File: config.mk
export PLATFORM = sky130hd
export DESIGN_NAME = mmd_decoder
export DESIGN_NICKNAME = d
export VERILOG_FILES = /design/src/rtl/mmd_pkg.sv /design/src/rtl/mmd_decoder.sv
export SDC_FILE = /design/constraint.sdc
export NUM_CORES = 1
export LEC_CHECK = 0
export ABC_CLOCK_PERIOD_IN_PS = 10700
export BUFFER_PORTS_ARGS = -buffer_cell sky130_fd_sc_hd__clkbuf_2
export CAP_MARGIN = 20
export CORE_MARGIN = 8
export CORE_UTILIZATION = 54
export DETAILED_ROUTE_END_ITERATION = 8
export HOLD_SLACK_MARGIN = 0.03
export PLACE_DENSITY_LB_ADDON = 0.15
export SETUP_SLACK_MARGIN = 0.05
export SLEW_MARGIN = 30
export SYNTH_ARGS = -nofsm -noshare
export SYNTH_HDL_FRONTEND = slang
export SYNTH_SLANG_ARGS = --single-unit
File: constraint.sdc
create_clock -name i_mclk -period 10.7 [get_ports i_mclk]
set_clock_uncertainty 0.2 [all_clocks]
set_input_delay 2.14 -clock i_mclk [delete_from_list [all_inputs] [get_ports i_mclk]]
set_output_delay 2.14 -clock i_mclk [all_outputs]
set_load 0.05 [all_outputs]
File: src/rtl/mmd_pkg.sv
// Package of constants and types for the signal processor memory map decoder.
// Operation
// - Decode program, data and I/O 64K spaces
// - Top data region sized by global size
// - Global accesses arbitrated through bus request
// - Assert bus request at each global access start
// - Data 0 to 5F map to registers
// - Lowest 16 I/O ports aliased in window; the code aliases window reads only, not writes
// - Two-word I/O reaches whole I/O space
// - ROM enable sampled at reset, software changeable
// - Enabled ROM at low program, else external
// - Security blocks external fetches reading ROM
// - Boot copies from data or serial port
// - Boot hands execution to copied program
// - Single RAM in independent 2K blocks
// - One smaller block holds the remainder
// - Banking follows the variant configuration
// - Dual RAM takes read and write together
// - Block one 512 words, block two 32
// - Block zero moves between data and program
// - On-chip zero wait, external waits on ready; the code also holds aliased I/O ports 0 to F on ready
// - Up to three accesses per cycle
package mmd_pkg;

	// ----------------------------------------------------------------------
	// Register map on the APB slave (byte addresses).
	// ----------------------------------------------------------------------
	localparam logic [11:0] MMD_OFF_GLOBAL_SIZE = 12'h000; // Global size register.
	localparam logic [11:0] MMD_OFF_MODE        = 12'h004; // Processor mode status.
	localparam logic [11:0] MMD_OFF_BOOT_CTRL   = 12'h008; // Boot source and base.
	localparam logic [11:0] MMD_OFF_BOOT_LEN    = 12'h00C; // Boot word count.
	localparam logic [11:0] MMD_OFF_STATUS      = 12'h010; // Decoder status.

	// ----------------------------------------------------------------------
	// Field positions and reset values.
	// ----------------------------------------------------------------------
	localparam int MMD_MODE_ROM_BIT  = 0; // ROM enable bit in mode register.
	localparam int MMD_MODE_CNF_BIT  = 1; // Block zero space flag.
	localparam int MMD_BOOT_GO_BIT   = 0; // Boot start bit.
	localparam int MMD_BOOT_SER_BIT  = 1; // Serial port source when set.
	localparam int MMD_BOOT_BYTE_BIT = 2; // Byte-wide source when set.
	localparam int MMD_BOOT_BASE_LSB = 10; // Source base on 1K boundary.
	localparam logic [7:0]  MMD_GLOBAL_SIZE_REG_RST = 8'h00; // No global memory at reset.
	localparam logic [15:0] MMD_LEN_RST  = 16'h0000;

	// ----------------------------------------------------------------------
	// Address map figures.
	// ----------------------------------------------------------------------
	localparam logic [15:0] MMD_MMR_LAST   = 16'h005F; // Last mapped register.
	localparam logic [15:0] MMD_IOWIN_BASE = 16'h0050; // Port alias base.
	localparam logic [15:0] MMD_IOWIN_LAST = 16'h005F; // Port alias end, 16 ports.
	localparam logic [15:0] MMD_ROM_LAST   = 16'h07FF; // ROM top, 2K words.
	localparam logic [15:0] MMD_B2_BASE    = 16'h0060; // Block two, 32 words.
	localparam logic [15:0] MMD_B2_LAST    = 16'h007F;
	localparam logic [15:0] MMD_B0_BASE    = 16'h0100; // Block zero in data space.
	localparam logic [15:0] MMD_B0_LAST    = 16'h02FF;
	localparam logic [15:0] MMD_B1_BASE    = 16'h0300; // Block one, 512 words.
	localparam logic [15:0] MMD_B1_LAST    = 16'h04FF;
	localparam logic [15:0] MMD_B0P_BASE   = 16'hFE00; // Block zero in program.
	localparam logic [15:0] MMD_SA_BASE    = 16'h0800; // Single RAM base.
	localparam logic [15:0] MMD_SA_LAST    = 16'h2BFF; // Four 2K plus one 1K.
	localparam int MMD_SA_BLOCKS = 5; // Block count of this variant.

	// ----------------------------------------------------------------------
	// Target encodings.
	// ----------------------------------------------------------------------
	typedef enum logic [2:0] {
		MMD_TGT_EXT = 3'h0,
		MMD_TGT_MMR = 3'h1,
		MMD_TGT_ROM = 3'h2,
		MMD_TGT_SA  = 3'h3,
		MMD_TGT_DA  = 3'h4,
		MMD_TGT_GLB = 3'h5
	} mmd_tgt_t;

	// Boot state machine, one-hot.
	typedef enum logic [3:0] {
		MMD_BT_IDLE = 4'h1,
		MMD_BT_READ = 4'h2,
		MMD_BT_WRT  = 4'h4,
		MMD_BT_DONE = 4'h8
	} mmd_boot_t;

endpackage
File: src/rtl/mmd_decoder.sv
// Memory map decoder with global arbitration, ROM control, banks and boot copy.
`timescale 1ns/1ps
`default_nettype none
module mmd_decoder (
	input  wire logic                 i_mclk,          // Processor clock.
	input  wire logic                 i_rst,           // Asynchronous reset.
	// APB slave.
	input  wire logic                 psel,
	input  wire logic                 penable,
	input  wire logic                 pwrite,
	input  wire logic [11:0]          paddr,
	input  wire logic [31:0]          pwdata,
	output logic      [31:0]          prdata,
	output logic                      pready,
	output logic                      pslverr,
	// Straps and security.
	input  wire logic                 i_rom_select_input, // High enables ROM.
	input  wire logic                 i_rom_secure,       // Security option.
	// Program port (fetch).
	input  wire logic                 i_prog_req,
	input  wire logic [15:0]          i_prog_addr,
	input  wire logic                 i_prog_external,    // Fetch from off chip.
	output logic      [2:0]           o_prog_tgt,
	output logic                      o_prog_blocked,
	// Data ports: read, write, and the I/O port.
	input  wire logic                 i_dr_req,
	input  wire logic [15:0]          i_dr_addr,
	input  wire logic                 i_dw_req,
	input  wire logic [15:0]          i_dw_addr,
	input  wire logic                 i_io_req,
	input  wire logic [15:0]          i_io_addr,
	output logic      [2:0]           o_dr_tgt,
	output logic      [2:0]           o_dw_tgt,
	output logic      [2:0]           o_sa_bank,        // Bank of data read.
	output logic                      o_bank_conflict,
	output logic                      o_io_alias,
	output logic      [3:0]           o_io_port,
	// External bus handshake.
	input  wire logic                 i_ready,
	output logic                      o_global_bus_request,
	output logic                      o_stall,
	// Boot copy engine program-write and serial source.
	input  wire logic                 i_ser_valid,
	input  wire logic [7:0]           i_ser_byte,
	input  wire logic [15:0]          i_boot_rdata,
	output logic                      o_boot_rd,
	output logic      [15:0]          o_boot_raddr,
	output logic                      o_boot_wr,
	output logic      [15:0]          o_boot_waddr,
	output logic      [15:0]          o_boot_wdata,
	output logic                      o_boot_jump,
	output logic      [15:0]          o_boot_entry
);
	import mmd_pkg::*;

	// ----------------------------------------------------------------------
	// Software-visible registers and internal state.
	// ----------------------------------------------------------------------
	logic [7:0]  global_size_reg_q;          // Global size register.
	logic        rom_en_q;        // ROM enable, captured at reset release.
	logic        strap_done_q;    // Set after the strap was caught.
	logic        cnf_q;           // Block zero space flag.
	logic [15:0] boot_ctrl_q;     // Boot control.
	logic [15:0] boot_len_q;      // Boot word count.
	mmd_boot_t   bt_q;            // Boot state.
	logic [15:0] bt_cnt_q;        // Words copied.
	logic [15:0] bt_src_q;        // Source pointer.
	logic        bt_hi_q;         // High byte held when byte-wide.
	logic [7:0]  bt_byte_q;       // First byte of a pair.
	logic        glb_pend_q;      // Global access in progress.

	// ----------------------------------------------------------------------
	// Global mask from the size register.
	// ----------------------------------------------------------------------
	// Each bit of the size register reserves one more upper address bit. Only
	// the contiguous run from the top counts, so a stray low bit cannot punch
	// holes into the map.
	logic [15:0] glb_mask;
	logic        glb_run; // Still inside the run of ones from bit 7.
	always_comb begin
		glb_mask = 16'h0000;
		glb_run  = 1'b1;
		for (int i = 0; i < 8; i++) begin
			glb_run        = glb_run && global_size_reg_q[7-i];
			glb_mask[15-i] = glb_run;
		end
	end

	// Decode of one data address into a target. The order of the tests is the
	// priority: the global region is checked first so that a large global size
	// can take over the whole upper half, while the register window, the dual
	// RAM blocks and the single RAM all sit below it. An address that hits
	// nothing on chip falls through to the external data bus.
	function automatic logic [2:0] dec_data(input logic [15:0] a, input logic [15:0] m,
		input logic block0_space_flag);
		logic [2:0] t;
		t = MMD_TGT_EXT;
		if (m != 16'h0000 && (a & m) == m) begin
			t = MMD_TGT_GLB;
		end else if (a <= MMD_MMR_LAST) begin
			t = MMD_TGT_MMR;
		end else if (a >= MMD_B2_BASE && a <= MMD_B2_LAST) begin
			t = MMD_TGT_DA;
		end else if (a >= MMD_B1_BASE && a <= MMD_B1_LAST) begin
			t = MMD_TGT_DA;
		end else if (!block0_space_flag && a >= MMD_B0_BASE && a <= MMD_B0_LAST) begin
			t = MMD_TGT_DA;
		end else if (a >= MMD_SA_BASE && a <= MMD_SA_LAST) begin
			t = MMD_TGT_SA;
		end
		return t;
	endfunction

	// Bank index of a single RAM address; the last bank is the 1K remainder.
	// The index means nothing outside single RAM, so the conflict logic
	// below qualifies it with the decoded target first.
	function automatic logic [2:0] sa_bank(input logic [15:0] a);
		logic [15:0] off;
		off = a - MMD_SA_BASE;
		return off[13:11];
	endfunction

	// ----------------------------------------------------------------------
	// Continuous decode of the four ports.
	// ----------------------------------------------------------------------
	wire [2:0] dr_tgt = dec_data(i_dr_addr, glb_mask, cnf_q);
	wire [2:0] dw_tgt = dec_data(i_dw_addr, glb_mask, cnf_q);
	wire       rom_hit = rom_en_q && i_prog_addr <= MMD_ROM_LAST;
	wire       b0p_hit = cnf_q && i_prog_addr >= MMD_B0P_BASE;
	wire       prog_block = rom_hit && i_prog_external && i_rom_secure;
	wire       dr_sa = i_dr_req && dr_tgt == MMD_TGT_SA;
	wire       dw_sa = i_dw_req && dw_tgt == MMD_TGT_SA;
	// Dual RAM serves read and write at once; only same-bank single RAM clashes.
	wire       conflict = dr_sa && dw_sa && sa_bank(i_dr_addr) == sa_bank(i_dw_addr);
	wire       io_win = i_dr_req && i_dr_addr >= MMD_IOWIN_BASE
		&& i_dr_addr <= MMD_IOWIN_LAST;
	wire       glb_now = (i_dr_req && dr_tgt == MMD_TGT_GLB)
		|| (i_dw_req && dw_tgt == MMD_TGT_GLB);
	wire       ext_now = (i_dr_req && dr_tgt == MMD_TGT_EXT)
		|| (i_dw_req && dw_tgt == MMD_TGT_EXT)
		|| (i_prog_req && !rom_hit && !b0p_hit)
		|| i_io_req;

	assign o_dr_tgt  = dr_tgt;
	assign o_dw_tgt  = dw_tgt;
	assign o_sa_bank = sa_bank(i_dr_addr);
	assign o_bank_conflict = conflict;
	assign o_prog_tgt = rom_hit ? MMD_TGT_ROM : (b0p_hit ? MMD_TGT_DA : MMD_TGT_EXT);
	assign o_prog_blocked = prog_block;
	// The alias works from both sides: window reads and short I/O ports.
	assign o_io_alias = io_win || (i_io_req && i_io_addr[15:4] == 12'h000);
	assign o_io_port  = io_win ? i_dr_addr[3:0] : i_io_addr[3:0];
	// Request is raised in the first cycle of a global access and kept while the port presents it, also after ready.
	assign o_global_bus_request = glb_now;
	// On-chip data and program targets never wait; every I/O access, global and external ones hold until the party answers.
	assign o_stall = (glb_now || ext_now) && !i_ready;

	// Global access tracker: registered marker of a global access waiting on ready, used for status.
	// It only feeds the status register; the request itself stays purely
	// combinational so the arbiter sees it in the first cycle of the access.
	always_ff @(posedge i_mclk or posedge i_rst) begin
		if (i_rst) begin
			glb_pend_q <= 1'b0;
		end else begin
			glb_pend_q <= glb_now && !i_ready;
		end
	end

	// ----------------------------------------------------------------------
	// APB slave: zero wait, unmapped reads zero with error.
	// ----------------------------------------------------------------------
	// The slave never stretches a transfer, so pready is tied high. Any offset
	// outside the five registers answers with pslverr in the access phase and
	// leaves all state untouched.
	wire        acc      = psel && penable;
	wire        wr       = acc && pwrite;
	wire        hit_global_size_reg = paddr == MMD_OFF_GLOBAL_SIZE;
	wire        hit_mode = paddr == MMD_OFF_MODE;
	wire        hit_bctl = paddr == MMD_OFF_BOOT_CTRL;
	wire        hit_blen = paddr == MMD_OFF_BOOT_LEN;
	wire        hit_stat = paddr == MMD_OFF_STATUS;
	wire        mapped   = hit_global_size_reg | hit_mode | hit_bctl | hit_blen | hit_stat;
	wire [31:0] rd_mux   =
		hit_global_size_reg ? {24'h000000, global_size_reg_q} :
		hit_mode ? {30'h00000000, cnf_q, rom_en_q} :
		hit_bctl ? {16'h0000, boot_ctrl_q} :
		hit_blen ? {16'h0000, boot_len_q} :
		hit_stat ? {23'h000000, glb_pend_q, bt_q, bt_cnt_q[3:0]} : 32'h00000000;
	assign pready  = 1'b1;
	assign pslverr = acc && !mapped;

	// Read data register, loaded during setup so it stands in the access phase.
	always_ff @(posedge i_mclk or posedge i_rst) begin
		if (i_rst) begin
			prdata <= 32'h00000000;
		end else if (psel && !penable && !pwrite) begin
			prdata <= rd_mux;
		end
	end

	// The strap is read at the first edge after reset rather than during it,
	// which keeps the reset branch free of anything but constants. Software
	// writes to the mode register take over from the second edge on.
	// Configuration registers; the ROM strap is caught once after reset.
	always_ff @(posedge i_mclk or posedge i_rst) begin
		if (i_rst) begin
			global_size_reg_q       <= MMD_GLOBAL_SIZE_REG_RST;
			rom_en_q     <= 1'b0;
			strap_done_q <= 1'b0;
			cnf_q        <= 1'b0;
			boot_len_q   <= MMD_LEN_RST;
		end else begin
			strap_done_q <= 1'b1;
			if (!strap_done_q) begin
				rom_en_q <= i_rom_select_input;
			end else if (wr && hit_mode) begin
				rom_en_q <= pwdata[MMD_MODE_ROM_BIT];
			end
			if (wr && hit_mode) begin
				cnf_q <= pwdata[MMD_MODE_CNF_BIT];
			end
			if (wr && hit_global_size_reg) begin
				global_size_reg_q <= pwdata[7:0];
			end
			if (wr && hit_blen) begin
				boot_len_q <= pwdata[15:0];
			end
		end
	end

	// ----------------------------------------------------------------------
	// Boot copy engine.
	// ----------------------------------------------------------------------
	wire bt_ser  = boot_ctrl_q[MMD_BOOT_SER_BIT];
	wire bt_byte = boot_ctrl_q[MMD_BOOT_BYTE_BIT];
	// A serial source always arrives byte by byte and pairs high then low.
	wire src_ok  = bt_ser ? i_ser_valid : 1'b1;
	wire [7:0] src_byte = bt_ser ? i_ser_byte : i_boot_rdata[7:0];
	wire pair_done = (bt_byte || bt_ser) ? bt_hi_q : 1'b1;
	wire [15:0] word_out = (bt_byte || bt_ser) ? {bt_byte_q, src_byte} : i_boot_rdata;

	// Limitation: a data-memory source is read with no wait states, so it must
	// live in on-chip RAM. A serial source ignores the base field. Writing the
	// control register during a copy changes the mode bits at once, so
	// software should wait for the jump pulse before starting another copy.
	// Copy sequencer: one source item per read beat, one program write per word.
	always_ff @(posedge i_mclk or posedge i_rst) begin
		if (i_rst) begin
			bt_q        <= MMD_BT_IDLE;
			boot_ctrl_q <= 16'h0000;
			bt_cnt_q    <= 16'h0000;
			bt_src_q    <= 16'h0000;
			bt_hi_q     <= 1'b0;
			bt_byte_q   <= 8'h00;
			o_boot_wr   <= 1'b0;
			o_boot_waddr <= 16'h0000;
			o_boot_wdata <= 16'h0000;
			o_boot_jump <= 1'b0;
		end else begin
			o_boot_wr   <= 1'b0;
			o_boot_jump <= 1'b0;
			if (wr && hit_bctl) begin
				boot_ctrl_q <= pwdata[15:0];
			end
			case (bt_q)
				MMD_BT_IDLE: begin
					if (wr && hit_bctl && pwdata[MMD_BOOT_GO_BIT]) begin
						// Source base is forced onto a 1K-word boundary.
						bt_src_q <= {pwdata[15:MMD_BOOT_BASE_LSB], 10'h000};
						bt_cnt_q <= 16'h0000;
						bt_hi_q  <= 1'b0;
						bt_q     <= MMD_BT_READ;
					end
				end
				MMD_BT_READ: begin
					if (bt_cnt_q == boot_len_q) begin
						bt_q <= MMD_BT_DONE;
					end else if (src_ok) begin
						bt_src_q <= bt_src_q + 16'h0001;
						if (pair_done) begin
							o_boot_wr    <= 1'b1;
							o_boot_waddr <= bt_cnt_q;
							o_boot_wdata <= word_out;
							bt_hi_q      <= 1'b0;
							bt_q         <= MMD_BT_WRT;
						end else begin
							bt_byte_q <= src_byte;
							bt_hi_q   <= 1'b1;
						end
					end
				end
				MMD_BT_WRT: begin
					bt_cnt_q <= bt_cnt_q + 16'h0001;
					bt_q     <= MMD_BT_READ;
				end
				MMD_BT_DONE: begin
					o_boot_jump <= 1'b1;
					boot_ctrl_q[MMD_BOOT_GO_BIT] <= 1'b0;
					bt_q <= MMD_BT_IDLE;
				end
				default: begin
					bt_q <= MMD_BT_IDLE;
				end
			endcase
		end
	end

	assign o_boot_rd    = bt_q == MMD_BT_READ && !bt_ser && bt_cnt_q != boot_len_q;
	assign o_boot_raddr = bt_src_q;
	assign o_boot_entry = 16'h0000; // Program is copied to address zero.

endmodule
`default_nettype wire

==> metrics.md <==
| Metric | Value |
|---|---|
| Die Y | `134 um` |
| Ys flop type | `dfrtp_1` |
| Initial DRC count | `410` |
| CTS Hold Bufs | `0` |
| Share of layout cells above drive strength 1 | `0.368` |
| Met3 Wirelength | `1.62 mm` |
| Global-route wire length before repair | `34.5 mm` |
| Core Region | `13700 um2` |
| Placer Congestion | `0.887` |
| Post-synth EDFFs | `0` |
| Worst hold path class | `reg2reg` |
| Total leakage power | `4.42 nW` |
| Crit path DAT | `4.20 ns` |
| Vias | `6361` |
| Initial antenna violation count | `0` |
| Crit share post-route | `0.611` |
| M1 WL | `8.49 mm` |
| Gate power share | `0.335` |
| Place WS | `3.93 ns` |
| Final hold vios | `0` |
| Post-DRT Antenna Nets | `0` |
| Avg Cell Area, Syn | `10.3 um2` |
| Final hold slack | `0.245 ns` |
| Relative slew slack | `0.366` |
| Mean routed wirelength per cell | `19.0 um` |
| Largest net degree at the start of global routing | `78` |
| Filler cells | `1169` |
| CTS tree | `yes` |
| Startpoint type of the worst setup path | `primary input` |
| Clk_lat worst skew | `0.42 ns` |
| Internal power contribution | `1.20 mW` |
| Slew of the pin with the lowest slew margin | `0.943 ns` |
| Setup TNS | `0 ns` |
| Buffers on Ports | `203` |
| Power Dens Cells | `221 nW/um2` |
| Routed wire length | `21.1 mm` |
| Switch share | `0.404` |
| H-Tree Level Count | `4` |
| Initial Util | `0.546` |
| CTS Buf Count | `17` |
| Synthesized area | `7490 um2` |
| Layout Nets | `1071` |
| Status | `completed` |
| Sequential fraction of the synthesis area | `0.465` |
| Critical path class | `in2out` |
| Hold Path Cell Cnt | `1` |
| Unrepaired setup endpoints after global routing | `no` |
| Setup Fix Bufs, Post-CTS | `0` |
| Final Power | `2.02 mW` |
| Tmin final | `6.54 ns` |
| Total grt overflow | `0` |
| Die W | `134 um` |
| CP required | `8.36 ns` |
| CTS Buffer Depth | `2` |
| Register-to-Register Path Depth | `5` |
| GRT Total Usage | `0.238` |
| Uppermost routed layer | `met4` |
| Clock Sinks | `139` |
| Vias in the first global route | `6766` |
| CTS resizes | `0` |
| Clock slew at reported path FFs | `0.06 ns` |
| Register area | `3480 um2` |
| Clock share of power | `0.302` |
| Peak VDD IR | `182 uV` |
| Vias/cell | `5.72` |
| Pins Over Slew Limit | `0` |
| Commonest cells after routing, fill and taps aside | `clkbuf_2, dfrtp_1, mux2_2` |
| IO Count | `268` |
| Setup violations, final | `0` |
| Commonest non-fill, non-tap cell in the layout | `clkbuf_2` |
| Post-route DRC | `0` |
| Maximum clock rate | `0.153 GHz` |
| Mapped Cells | `724` |
| Post-Place Cells | `1080` |
| Length of routed met2 wiring | `10.7 mm` |
| Distinct cells, synth | `64` |
| Final worst setup slack | `4.16 ns` |
| Element type at the critical path end | `output pin` |
| Diodes inserted | `0` |
| Synth warn | `0` |
| Rows | `43` |
| Root Buffer | `clkbuf_16` |
| Synth Register Bits | `139` |
| Async set-reset flop share out of synthesis | `1.00` |
| Seq pwr share | `0.363` |
| Full die area | `17900 um2` |
| Layout area overhead | `22.0%` |
| Multi-input gate area | `3670 um2` |
| Psw | `0.816 mW` |
| Max-cap viol count | `0` |
| Drt pass-1 iters | `4` |
| Fin cells | `1112` |
| Post-DP HPWL | `16.1 mm` |
| Crit Path Max Fanout | `10` |
-- flip-flops by register name, indices dropped and copies added (netlist names), 4 cells and up --
| name | count |
|---|---|
| boot_ctrl_q | 16 |
| o_boot_wdata | 16 |
| bt_q | 4 |
| o_boot_raddr | 16 |
| bt_cnt_q | 16 |
| o_boot_waddr | 16 |
| boot_len_q | 16 |
| prdata | 16 |
| global_size_reg_q | 8 |
| bt_byte_q | 8 |
-- stage by stage --
step                      utilization  cell area [um2]
after floorplan                     -             7610
after global placement          0.619             8500
after detailed placement        0.620             8500
after CTS                       0.665             9120
after global routing            0.666             9140
final                           0.666             9140
-- power by group through the flow --
stage / clock network (mW) / logic (mW) / registers [mW]
3_3_place_gp: 0 / 0.666 / 0.732
6_report: 0.610 / 0.676 / 0.733
3_5_place_dp: 0 / 0.679 / 0.740
2_1_floorplan: 0 / 0.280 / 0.969
5_1_grt: 0.640 / 0.720 / 0.748
4_1_cts: 0.619 / 0.681 / 0.732
-- worst max-delay path, cell delays in order --
cell and delay [ns]:
clkbuf_2 0.08, nor4_1 0.53, and3_1 0.35, nor4b_4 0.59, and4b_1 0.27, clkbuf_2 0.24
-- final timing paths --
path	start	end	slack (ns)
max	paddr[0]	pslverr	4.16
min	strap_done_q$_DFF_PP0_	rom_en_q$_DFFE_PP0P_	0.25
max reg2reg	bt_cnt_q[2]$_DFFE_PP0P_	bt_byte_q[1]$_DFFE_PP0P_	7.39
min reg2reg	strap_done_q$_DFF_PP0_	rom_en_q$_DFFE_PP0P_	0.25
max in group asynchronous	i_rst	boot_ctrl_q[0]$_DFFE_PP0P_	7.36
min in group asynchronous	i_rst	prdata[11]$_DFFE_PP0P_	1.62
-- cell families after synthesis --
| kind of cell | count (synthesis) | share of synthesized area |
|---|---|---|
| XOR/XNOR | 27 | 0.0316 |
| multiplexers | 100 | 0.148 |
| buffers and inverters | 84 | 0.0648 |
| flip-flops | 139 | 0.465 |
| adder cells (fa/ha/maj) | 6 | 0.0100 |
| AO/OA/AOI/OAI | 113 | 0.103 |
| other | 2 | 0.00100 |
| AND/OR/NAND/NOR | 253 | 0.177 |
-- routing by layer --
metal / GRT usage / vias to the layer above
met3: 0.0767 / 22
li1: - / 2941
met4: 0.0736 / 0
met1: 0.278 / 3150
met2: 0.409 / 248
met5: 0 / -
-- final cells by class --
type                       instances  area share
sequential                       139       0.381
clock buffer                      19      0.0496
multi-input combinational        534       0.402
inverter                          17     0.00753
timing repair buffer             210       0.117
clock inverter                    13      0.0185
tap                              180      0.0247
-- synth_stat cells, types with 10 or more instances --
| cell | n | area share |
|---|---|---|
| a22oi_1 | 10 | 0.010 |
| nor3_1 | 16 | 0.011 |
| nand2_1 | 81 | 0.041 |
| buf_2 | 10 | 0.0067 |
| nor2_1 | 49 | 0.025 |
| o21ai_0 | 24 | 0.016 |
| inv_1 | 17 | 0.0085 |
| buf_4 | 36 | 0.036 |
| nand4_1 | 23 | 0.019 |
| dfrtp_1 | 138 | 0.46 |
| a21oi_1 | 24 | 0.016 |
| mux2_2 | 83 | 0.12 |
| mux2i_1 | 14 | 0.019 |
| xor2_1 | 20 | 0.023 |
| nand3_1 | 27 | 0.018 |
| a221oi_1 | 15 | 0.018 |
| clkbuf_1 | 18 | 0.0090 |
(Power assumes the default switching activity.)
